## src/core/ptpa_defines.svh

```systemverilog
`ifndef PTPA_DEFINES_SVH
`define PTPA_DEFINES_SVH
`define PTPA_NS_PER_SEC   32'h3b9aca00
`define PTPA_IDX_LATCH    4'h0
`define PTPA_IDX_SEC_MSB  4'hb
`define PTPA_FMAX_FULL_MHZ 1000
`define PTPA_FMAX_SLOW_MHZ 750
`define PTPA_SUBNS_PER_NS_X1000 256000
`define PTPA_TOD_RST      88'h0
`endif

```

## src/core/ptpa_pkg.sv

```systemverilog
package ptpa_pkg;
  typedef struct packed {
    logic [47:0] sec;
    logic [31:0] ns;
    logic [7:0]  subns;
  } ptpa_tod_t;
  typedef enum logic [2:0] {
    PTPA_SRC_OFF, PTPA_SRC_PPS, PTPA_SRC_SYNC, PTPA_SRC_GPIO,
    PTPA_SRC_TIMER, PTPA_SRC_CSR, PTPA_SRC_IRQ
  } ptpa_src_t;
  typedef struct packed {
    logic        cycle_mode;
    logic [7:0]  ns_inc;
    logic [7:0]  subns_inc;
    logic [15:0] rem_inc;
    logic [15:0] rem_den;
    ptpa_src_t   load_sel;
    ptpa_src_t   latch_sel;
    logic        continuous;
  } ptpa_cfg_t;
  typedef struct packed {
    logic       valid;
    logic       write;
    logic [1:0] ch;
    logic [3:0] idx;
    logic [7:0] data;
  } ptpa_host_t;
endpackage : ptpa_pkg

```

## src/core/ptpa_time_accum.sv

```systemverilog
`timescale 1ns/1ns
`include "ptpa_defines.svh"
module ptpa_time_accum #(
  parameter int NUM_CH = 4
) (
  input  wire logic                                core_clk,     // Accumulator clock
  input  wire logic                                rstn,         // Async reset
  input  wire ptpa_pkg::ptpa_cfg_t [NUM_CH-1:0]    cfg,          // Per-channel setup
  input  wire logic [NUM_CH-1:0]                   arm_load,     // Arm load source
  input  wire logic [NUM_CH-1:0]                   arm_latch,    // Arm latch source
  input  wire ptpa_pkg::ptpa_host_t                host,         // Host byte access
  input  wire logic [NUM_CH-1:0]                   sync_pin,     // External sync pulses
  input  wire logic                                gpio_pin,     // General purpose pin
  input  wire logic                                irq_pin,      // Routed interrupt pin
  input  wire logic                                csr_access,   // Preset register hit
  input  wire logic                                timer_en,     // Global timer run
  input  wire logic [31:0]                         timer_reload, // Timer period, cycles
  output ptpa_pkg::ptpa_tod_t [NUM_CH-1:0]         tod_now,      // Running time
  output ptpa_pkg::ptpa_tod_t [NUM_CH-1:0]         tod_latched,  // Captured time
  output logic [NUM_CH-1:0]                        pps_out,      // Seconds pulse
  output logic [NUM_CH-1:0]                        load_done,    // Load happened
  output logic [NUM_CH-1:0]                        latch_done,   // Latch happened
  output logic [NUM_CH-1:0]                        rate_limited, // Counting cycles, by mode or fallback
  output logic                                     host_rd_vld,  // Read data valid
  output logic [7:0]                               host_rd_data  // Read data byte
);
  import ptpa_pkg::*;

  localparam int NPIN = NUM_CH + 2;

  function automatic logic src_hit(input ptpa_src_t sel, input logic [6:0] ev);
    src_hit = ev[sel];
  endfunction : src_hit

  // Only these sources may overwrite the time
  function automatic logic may_load(input ptpa_src_t sel);
    may_load = (sel == PTPA_SRC_SYNC) || (sel == PTPA_SRC_TIMER) ||
               (sel == PTPA_SRC_CSR) || (sel == PTPA_SRC_IRQ);
  endfunction : may_load

  // Pin synchronisers; a level counts once stages two and three agree
  logic [NPIN-1:0] pin_s1_q, pin_s2_q, pin_s3_q, pin_lvl_q;
  wire  [NPIN-1:0] pin_raw   = {irq_pin, gpio_pin, sync_pin};
  wire  [NPIN-1:0] pin_agree = ~(pin_s2_q ^ pin_s3_q);
  wire  [NPIN-1:0] pin_rise  = pin_agree & pin_s2_q & ~pin_lvl_q;
  wire  [NPIN-1:0] pin_lvl_d = (pin_agree & pin_s2_q) | (~pin_agree & pin_lvl_q);

  always_ff @(posedge core_clk or negedge rstn) begin
    if (!rstn) begin
      pin_s1_q  <= '0;
      pin_s2_q  <= '0;
      pin_s3_q  <= '0;
      pin_lvl_q <= '0;
    end else begin
      pin_s1_q  <= pin_raw;
      pin_s2_q  <= pin_s1_q;
      pin_s3_q  <= pin_s2_q;
      pin_lvl_q <= pin_lvl_d;
    end
  end

  wire gpio_edge = pin_rise[NUM_CH];
  wire irq_edge  = pin_rise[NUM_CH+1];

  logic [31:0] tmr_q;
  wire         tmr_exp = timer_en && (tmr_q <= 32'h1);
  wire  [31:0] tmr_d   = !timer_en ? timer_reload :
                         tmr_exp ? timer_reload : tmr_q - 32'h1;

  always_ff @(posedge core_clk or negedge rstn) begin
    if (!rstn) tmr_q <= '0;
    else       tmr_q <= tmr_d;
  end

  // Highest accepted rate expressed as least period in 1/256 ns, rounded up
  localparam logic [15:0] MINP_FULL = 16'((`PTPA_SUBNS_PER_NS_X1000 +
    `PTPA_FMAX_FULL_MHZ - 1) / `PTPA_FMAX_FULL_MHZ);
  localparam logic [15:0] MINP_SLOW = 16'((`PTPA_SUBNS_PER_NS_X1000 +
    `PTPA_FMAX_SLOW_MHZ - 1) / `PTPA_FMAX_SLOW_MHZ);

  wire host_rd = host.valid && !host.write;
  wire host_wr = host.valid && host.write;
  logic [7:0] rd_byte [NUM_CH];

  for (genvar c = 0; c < NUM_CH; c++) begin : g_ch
    ptpa_tod_t   tod_q, shadow_q, latch_q;
    logic [15:0] rem_q;
    logic        load_arm_q, latch_arm_q, pps_q, ld_q, lt_q;

    wire sel_ch = host.ch == 2'(c);
    // upper channels run at a lower ceiling
    wire [15:0] minp   = (c >= 2) ? MINP_SLOW : MINP_FULL;
    wire [15:0] period = {cfg[c].ns_inc, cfg[c].subns_inc};
    // unsupported rate falls back to cycle counting
    wire        cyc    = cfg[c].cycle_mode || (period < minp);

    // flexible modulus remainder feeds one extra sub-ns step
    wire [16:0] rem_sum  = {1'b0, rem_q} + {1'b0, cfg[c].rem_inc};
    wire        rem_wrap = (cfg[c].rem_den != 16'h0) && (rem_sum >= {1'b0, cfg[c].rem_den});
    wire [15:0] rem_nx   = rem_wrap ? 16'(rem_sum - {1'b0, cfg[c].rem_den}) : rem_sum[15:0];

    // add period: fraction then ns with carry
    wire [8:0]  sub_sum = {1'b0, tod_q.subns} + {1'b0, cfg[c].subns_inc} + {8'h0, rem_wrap};
    wire [32:0] ns_sum  = {1'b0, tod_q.ns} + {25'h0, cfg[c].ns_inc} + {32'h0, sub_sum[8]};
    wire        ns_roll = ns_sum >= {1'b0, `PTPA_NS_PER_SEC};
    wire [31:0] ns_frac = ns_roll ? 32'(ns_sum - {1'b0, `PTPA_NS_PER_SEC}) : ns_sum[31:0];

    // plain count, full 32-bit ns wrap into seconds
    wire [32:0] cyc_sum = {1'b0, tod_q.ns} + 33'h1;
    wire        sec_up  = cyc ? cyc_sum[32] : ns_roll;

    wire ptpa_tod_t tod_step = '{
      sec:   sec_up ? tod_q.sec + 48'h1 : tod_q.sec,
      ns:    cyc ? cyc_sum[31:0] : ns_frac,
      subns: cyc ? 8'h0 : sub_sum[7:0]
    };

    wire [6:0] ev = {irq_edge, csr_access, tmr_exp, gpio_edge,
                     pin_rise[c], pps_q, 1'b0};

    wire host_ld = host_wr && sel_ch && (host.idx == `PTPA_IDX_SEC_MSB);
    wire host_lt = host_rd && sel_ch && (host.idx == `PTPA_IDX_LATCH);
    wire arm_ld  = load_arm_q && may_load(cfg[c].load_sel) && src_hit(cfg[c].load_sel, ev);
    wire arm_lt  = latch_arm_q && src_hit(cfg[c].latch_sel, ev);
    wire do_ld   = host_ld || arm_ld;
    wire do_lt   = host_lt || arm_lt;

    wire ws = host_wr && sel_ch && (host.idx != `PTPA_IDX_LATCH) && (host.idx <= `PTPA_IDX_SEC_MSB);
    wire [6:0] wbit = 7'({host.idx - 4'h1, 3'h0});
    ptpa_tod_t shadow_d;
    always_comb begin
      shadow_d = shadow_q;
      // eleven-byte value, byte one is sub-ns
      if (ws) shadow_d[wbit +: 8] = host.data;
    end

    // Arm requests win over the clear from a firing source
    wire load_arm_d  = arm_load[c] || (load_arm_q && !(arm_ld && !cfg[c].continuous));
    wire latch_arm_d = arm_latch[c] || (latch_arm_q && !(arm_lt && !cfg[c].continuous));

    // The new value written just now must reach the accumulator in the same load
    wire ptpa_tod_t tod_d = do_ld ? shadow_d : tod_step;

    always_ff @(posedge core_clk or negedge rstn) begin
      if (!rstn) begin
        tod_q       <= `PTPA_TOD_RST;
        shadow_q    <= `PTPA_TOD_RST;
        latch_q     <= `PTPA_TOD_RST;
        rem_q       <= '0;
        load_arm_q  <= 1'b0;
        latch_arm_q <= 1'b0;
        pps_q       <= 1'b0;
        ld_q        <= 1'b0;
        lt_q        <= 1'b0;
      end else begin
        tod_q       <= tod_d;
        shadow_q    <= shadow_d;
        rem_q       <= (do_ld || cyc) ? 16'h0 : rem_nx;
        if (do_lt) latch_q <= tod_q;
        load_arm_q  <= load_arm_d;
        latch_arm_q <= latch_arm_d;
        // seconds pulse marks each counted second edge
        pps_q       <= sec_up && !do_ld;
        ld_q        <= do_ld;
        lt_q        <= do_lt;
      end
    end

    wire [3:0] ri = (host.idx == `PTPA_IDX_LATCH) ? 4'h0 : host.idx - 4'h1;
    assign rd_byte[c]      = (host.idx > `PTPA_IDX_SEC_MSB) ? 8'h0 : latch_q[{ri, 3'h0} +: 8];
    assign tod_now[c]      = tod_q;
    assign tod_latched[c]  = latch_q;
    assign pps_out[c]      = pps_q;
    assign load_done[c]    = ld_q;
    assign latch_done[c]   = lt_q;
    assign rate_limited[c] = cyc;
  end

  // Byte mux reads latch before this cycle's capture; idx 0 returns byte one
  logic       rd_vld_q;
  logic [7:0] rd_data_q;
  always_ff @(posedge core_clk or negedge rstn) begin
    if (!rstn) begin
      rd_vld_q  <= 1'b0;
      rd_data_q <= 8'h0;
    end else begin
      rd_vld_q  <= host_rd;
      rd_data_q <= host_rd ? rd_byte[host.ch] : rd_data_q;
    end
  end
  assign host_rd_vld  = rd_vld_q;
  assign host_rd_data = rd_data_q;

endmodule : ptpa_time_accum

```

## config.mk

```make
export PLATFORM = sky130hd
export DESIGN_NAME = ptpa_time_accum
export DESIGN_NICKNAME = d
export VERILOG_FILES = /design/src/core/ptpa_pkg.sv /design/src/core/ptpa_time_accum.sv
export VERILOG_INCLUDE_DIRS = /design/src /design/src/core
export SDC_FILE = /design/constraint.sdc
export NUM_CORES = 2
export LEC_CHECK = 0
export BUFFER_PORTS_ARGS = -buffer_cell sky130_fd_sc_hd__buf_2
export CAP_MARGIN = 20
export CORE_MARGIN = 1
export CORE_UTILIZATION = 40
export DETAILED_ROUTE_END_ITERATION = 16
export HOLD_SLACK_MARGIN = 0.15
export SKIP_LAST_GASP = 1
export SYNTH_ARGS = -nofsm -noshare
export SYNTH_HDL_FRONTEND = slang
export SYNTH_SLANG_ARGS = --single-unit
```

## constraint.sdc

```tcl
create_clock -name core_clk -period 9.05 [get_ports core_clk]
set_input_delay 1.81 -clock core_clk [delete_from_list [all_inputs] [get_ports core_clk]]
set_output_delay 1.81 -clock core_clk [all_outputs]
set_load 0.03 [all_outputs]
```

[Yosys cells after proc, flatten, opt, wreduce, memory -nomap -nowiden]
Cells that the tools add are included.
Word-level totals
  bits in read-only memories: 0
  bits in latches: 0
  input bits: 290
  memories kept: 0
  bits in registers: 1205
  RAM bits: 0
  word-level logic and storage cells: 358
Cells by class
  multipliers: 0
  reductions and logical operators: 127
  bitwise logic cells: 9
  $lt $le $gt $ge: 24
  shift-type cells: 6
  add/subtract/negate cells: 39
  multiplexer cells: 66
  div/mod/pow operators: 0
  equal/unequal tests: 20
Operators with widths (number)
  $mux 88: 8
  $bwmux 88: 4
  $shiftx 88x8->8: 4
  $mux 32: 10
  $add 48x1->48 const B: 4
  $mux 48: 4
  $add 32x1->33 const B: 4
  $add 32x8->33: 4
  $add 33x1->33: 4
  $ge 33x30->1 const B: 4
  $mux 16: 8
  $sub 32x30->32 const B: 4
  $shift 8x9->88 const A: 1
  $shiftx 8x9->88: 1
  $mux 8: 10
  $add 16x16->17: 4
  $ge 17x16->1: 4
  $lt 16x9->1 const B: 4
  $reduce_bool 16->1: 4
  $sub 16x16->16: 4
  $logic_and 1x1->1: 63
  $add 8x8->9: 4
  $add 9x1->9: 4
  $eq 3x3->1 const B: 12
  other kinds (27): 114

[Logic depth before layout (Yosys ltp)]
  word-level depth: 11
  mapped depth: 49
  depth with buffers taken out: 45

[Least setup slack after synthesis]
Ideal clock, no wire load.
  path kind: in2reg
  start point: input cfg[192] (netlist bit)
  end point: register g_ch[3].tod_q, in the netlist tod_now[351]
  arrival time: 11.127 ns
  setup time: 0.082 ns
  slack: -2.159 ns
  cell stages on the path: 46
  cells stage by stage: ha_1 > a21o_1 > a21oi_1 > o21ai_0 > a21oi_1 > nor2b_1 > o2111ai_1 > nand2_1 > o41ai_1 > xnor2_1 > ha_1 > or2_2 > a21oi_1 > a31oi_1 > a21oi_1 > o21ai_0 > o21ai_0 > buf_1 > [... 10 more ...] > fa_1 > a21oi_1 > o221a_2 > o21a_1 > nor2_1 > xnor2_1 > ha_1 > nor3_1 > o2111ai_1 > a31o_1 > a31oi_1 > nor3_2 > o21a_1 > buf_6 > or4_1 > buf_2 > or3_1 > a31oi_1
Between the ends
  word-level cells in the longest chain between the ends: 8
Ends and longest elaborated chain
  start, declared: RTL line ptpa_time_accum.sv:8  | input wire ptpa_pkg::ptpa_cfg_t [NUM_CH-1:0] cfg,
  $add 16x16->17: RTL line ptpa_time_accum.sv:98  | wire [16:0] rem_sum = {1'b0, rem_q} + {1'b0, cfg[c].rem_inc};
  $ge 17x16->1: RTL line ptpa_time_accum.sv:99  | wire rem_wrap = (cfg[c].rem_den != 16'h0) && (rem_sum >= {1'b0, cfg[c].rem_den});
  $logic_and 1x1->1: RTL line ptpa_time_accum.sv:99
  $add 9x1->9: RTL line ptpa_time_accum.sv:103  | wire [8:0] sub_sum = {1'b0, tod_q.subns} + {1'b0, cfg[c].subns_inc} + {8'h0, rem_wrap};
  $add 33x1->33: RTL line ptpa_time_accum.sv:104  | wire [32:0] ns_sum = {1'b0, tod_q.ns} + {25'h0, cfg[c].ns_inc} + {32'h0, sub_sum[8]};
  $ge 33x30->1: RTL line ptpa_time_accum.sv:105  | wire ns_roll = ns_sum >= {1'b0, `PTPA_NS_PER_SEC};
  $mux 1: RTL line ptpa_time_accum.sv:110  | wire sec_up = cyc ? cyc_sum[32] : ns_roll;
  $reduce_bool 2->1 (no line)
  end signal, assigned: RTL line ptpa_time_accum.sv:146  | tod_q <= `PTPA_TOD_RST;
  end signal, assigned: RTL line ptpa_time_accum.sv:156  | tod_q <= tod_d;
  end, declared: RTL line ptpa_time_accum.sv:86  | ptpa_tod_t tod_q, shadow_q, latch_q;
Every way passes these cells.
A chain may end at the register's enable or synchronous reset.

[Worst setup path after layout]
  start point: input cfg[137] (netlist bit)
  end point: register g_ch[2].tod_q, in the netlist tod_now[248]
Between the ends
  word-level cells in the longest chain between the ends: 8
Ends and longest elaborated chain (RTL line)
  $add 16x16->17: ptpa_time_accum.sv:98
  $ge 17x16->1: ptpa_time_accum.sv:99
  $logic_and 1x1->1: ptpa_time_accum.sv:99
  $add 9x1->9: ptpa_time_accum.sv:103
  $add 33x1->33: ptpa_time_accum.sv:104
  $ge 33x30->1: ptpa_time_accum.sv:105
  $mux 1: ptpa_time_accum.sv:110
  $reduce_bool 2->1 (no line)
  end signal, assigned: ptpa_time_accum.sv:146
  end signal, assigned: ptpa_time_accum.sv:156
  end, declared: ptpa_time_accum.sv:86
Every way passes these cells.

==> key figures <==
Run status
  • Status: finished with violations
  • Violations in the final reports: setup timing

Min path
  • Worst hold-check path type: reg -> reg

Critical path
  • Crit path top cell by count: sky130_fd_sc_hd__a21o_1
  • Largest stage delay on the critical path: 0.36 ns
  • Crit start category: primary input
  • Crit path DAT: 10.23 ns
  • Slowest stage cell on the critical path: sky130_fd_sc_hd__fa_2
  • Category of the worst setup path capture point: register
  • Kind of critical path: in -> reg
  • Endpoint required time on the critical path: 9.72 ns
  • Highest fanout seen on the critical path: 7

Global routing
  • Remaining Overflow, GRT: 0
  • Vias in the first global route: 64900
  • Total routing resource utilization after global routing: 35.9%
  • Wire length of the first global-routing pass: 455 mm
  • Pin count of the biggest net entering global routing: 150
  • Initial antenna violation count: 35

Synthesis
  • Commonest cells in the synthesized netlist: 1205 x sky130_fd_sc_hd__dfrtp_1, 902 x sky130_fd_sc_hd__nand2_1, 637 x sky130_fd_sc_hd__nor2_1
  • Cell taking the most area after synthesis: sky130_fd_sc_hd__dfrtp_1
  • Synth top area cells: sky130_fd_sc_hd__dfrtp_1 44%, sky130_fd_sc_hd__mux2_2 7.0%, sky130_fd_sc_hd__nand2_1 4.9%
  • Number of synthesis warnings: 0
  • Number of cells produced by synthesis: 7345
  • Post-synthesis async set-or-reset flop share: 100%
  • Net count after synthesis: 7864
  • Mean instance size in the synthesized netlist: 9.34 µm²
  • Most used standard cell by instance count after synthesis: sky130_fd_sc_hd__dfrtp_1
  • Proportion of netlist area held by the largest area contributor: 44.0%
  • Synth Flop Type: sky130_fd_sc_hd__dfrtp_1
  • Sequential share of the synthesized area: 44.0%
  • Post-synth cell types: 101
  • Number of synthesized register bits: 1205
  • Total standard cell area after synthesis: 68600 µm²
  • Number of enable flip-flop cells after synthesis: 0

Place
  • Count of port buffers added during placement: 1018
  • Placed Cells incl. Taps: 10800
  • Worst slack after detailed placement: -1.66 ns
  • HPWL after DPL: 235 mm
  • RD Place Congestion: 0.970

Floorplanning
  • Area of the die: 173000 µm²
  • Die width: 416 µm
  • I/O pin total: 1019
  • Standard-cell rows: 151
  • Placeable core region: 170000 µm²
  • Vertical extent of the die: 416 µm
  • Effective utilization at floorplan: 40.4%

Power
  • Internal Pwr Total: 16.9 mW
  • PwrDens: 332 nW/µm²
  • Switching share of power: 44.5%
  • Maximum vdd ir drop: 0.279 mV
  • Switching power summed over all nets: 13.6 mW
  • Fraction of power consumed by the clock network: 20.6%
  • Standby leakage power: 41.9 nW
  • Power share of the sequential group: 29.1%
  • Portion of total power attributed to combinational logic: 50.3%
  • Overall power: 30.5 mW

STA
  • Setup violators final: 278
  • Setup repair after global routing missed its margin: true
  • Setup WS post-layout: -0.513 ns
  • Transition time of the tightest slew-check pin: 1.34 ns
  • Number of max-slew violations in the final report: 0
  • Post-route clock skew: 0.0284 ns
  • Highest attainable clock frequency: 105 MHz
  • Ratio of final minimum period to clock period: 106%
  • Number of hold violations in the final report: 0
  • Fin crit period: 9.56 ns
  • Max-Slew Margin vs Limit: 9.86%

Layout
  • Number of non-filler instances in the completed layout: 11300
  • Count of filler cells inserted in the layout: 15300
  • Layout cells sized above 1: 35.6%
  • Count of nets after finishing: 9515
  • Synth-to-Final Area Change: 34.0%

Clock tree
  • Number of levels the H-tree was split into: 4
  • Clock tree from TritonCTS: built
  • Root buffer cell: sky130_fd_sc_hd__clkbuf_16
  • Clk sink count: 1205
  • Buffer levels on the longest clock path: 3
  • Total CTS buffers: 144
  • Clock transition at the registers of the reported paths: 0.06 ns
  • Clock network latency to the later pin of the worst-skew pair: 0.83 ns

Route
  • DR pass1 iterations: 6
  • Via count of the routed design: 66300
  • Mean routed wirelength per cell: 28.3 µm
  • Final antenna-violating net count: 0
  • Total detailed-routing wirelength: 321 mm
  • Drt initial violations: 5785
  • Via density: 5.84
  • Drc violations: 0

Job
  • Number of max-cap violations: 0
-- stage by stage --
stage	setup TNS, ns	cell area, µm²	util [%]	hold WS [ns]
after floorplan	-179.42	69700	-	0.331
after global placement	-358.87	81000	47.7	0.332
after detailed placement	-394.82	81000	47.7	0.336
after CTS	-33.13	89300	52.6	0.347
after global routing	-173.73	91900	54.1	0.358
final	-71.84	91900	54.1	0.345
-- kinds of logic (layout without fill, tap and decap cells) --
logic type / after synthesis / after routing / synth area share [%]
buffers and inverters: 638 / 2400 / 3.70
DFF: 1205 / 1205 / 44.0
and+or+nand+nor: 2577 / 2579 / 17.5
adders and majority gates: 230 / 230 / 4.41
other: 0 / 17 / 0
muxes: 519 / 519 / 8.79
xor gates and xnor gates: 529 / 529 / 6.76
AOI/OAI and AO/OA: 1647 / 1648 / 14.9
-- registers in the layout, indices dropped and copies added, names as in the netlist, named ones only --
register,cells
g_ch.latch_arm_q,4
g_ch.ld_q,4
g_ch.load_arm_q,4
g_ch.lt_q,4
g_ch.pps_q,4
g_ch.rem_q,64
g_ch.shadow_q,352
host_rd_data,8
host_rd_vld,1
pin_s1_q,6
pin_s2_q,6
pin_s3_q,6
tmr_q,32
tod_latched,352
tod_now,352
-- final timing paths --
check	startpoint	end	slack [ns]	cells after the start
max	cfg[137]	tod_now[248]$_DFFE_PN0P_	-0.51	48
max reg2reg	g_ch[2].rem_q[0]$_DFF_PN0_	tod_now[248]$_DFFE_PN0P_	0.16	49
min	pin_s1_q[2]$_DFF_PN0_	pin_s2_q[2]$_DFF_PN0_	0.34	0
min in group asynchronous	rstn	g_ch[1].rem_q[0]$_DFF_PN0_	0.94	1
min reg2reg	pin_s1_q[2]$_DFF_PN0_	pin_s2_q[2]$_DFF_PN0_	0.34	0
max in group asynchronous	rstn	tod_latched[245]$_DFFE_PN0P_	6.04	3
-- power by group through the flow --
stage	combinational (mW)	clock, mW	sequential, mW
3_5_place_dp	13.2	0	8.84
4_1_cts	14.3	6.36	8.76
6_report	15.3	6.28	8.87
2_1_floorplan	6.50	0	9.85
3_3_place_gp	13.1	0	8.80
5_1_grt	16.3	6.55	8.94
-- cells in the final DEF (no fill, tap or decap), types with 110 or more instances in the layout --
cell                        netlist  final
sky130_fd_sc_hd__nand4_1        110    110
sky130_fd_sc_hd__nand3_1        279    244
sky130_fd_sc_hd__xnor2_1        365    325
sky130_fd_sc_hd__ha_1           209    187
sky130_fd_sc_hd__nor2_1         637    595
sky130_fd_sc_hd__o21ai_0        566    480
sky130_fd_sc_hd__inv_1          218    209
sky130_fd_sc_hd__xor2_1         164    150
sky130_fd_sc_hd__nor3_1         154    116
sky130_fd_sc_hd__dfrtp_1       1205   1205
sky130_fd_sc_hd__mux2_2         427    423
sky130_fd_sc_hd__buf_4           19    768
sky130_fd_sc_hd__nand2_1        902    874
sky130_fd_sc_hd__clkbuf_16        0    149
sky130_fd_sc_hd__buf_2           40   1012
sky130_fd_sc_hd__a21oi_1        418    353
-- worst max-delay path: cells and delay by family --
family	cells	cell delay (ns)
xor gates and xnor gates	2	0.25
buffers and inverters	7	0.98
and+or+nand+nor	10	1.18
adders and majority gates	6	1.62
AOI/OAI and AO/OA	23	4.39
-- what timing repair did --
action | CTS | global route
gates resized for setup | 364 | 388
setup buffers | 181 | 100
hold buffers | 0 | 0
pin swaps | 336 | 414
cloned | 10 | 7
setup endpoints to repair | 288 | 292
hold endpoints to repair | 0 | 0
-- per-layer routing --
layer	global-route usage [%]	up-vias	wire length (µm)
met1	44.0	33000	124000
met2	58.1	2930	150000
met5	0	-	70
met4	23.0	10	24300
met3	6.47	813	22400
li1	-	29500	-
-- area by class of cell --
cell class                      count  area [µm²]  share of cell area, %
Multi-Input combinational cell   5505       40200                   43.7
Sequential cell                  1205       30200                   32.8
Timing Repair Buffer             1917       12800                   14.0
Clock buffer                      204        4190                   4.56
Tap cell                         2218        2780                   3.02
Clock inverter                     56         878                  0.956
Inverter                          223         837                  0.911
Antenna cell                       17        42.5                 0.0463
Power figures use the tool's default switching activity.
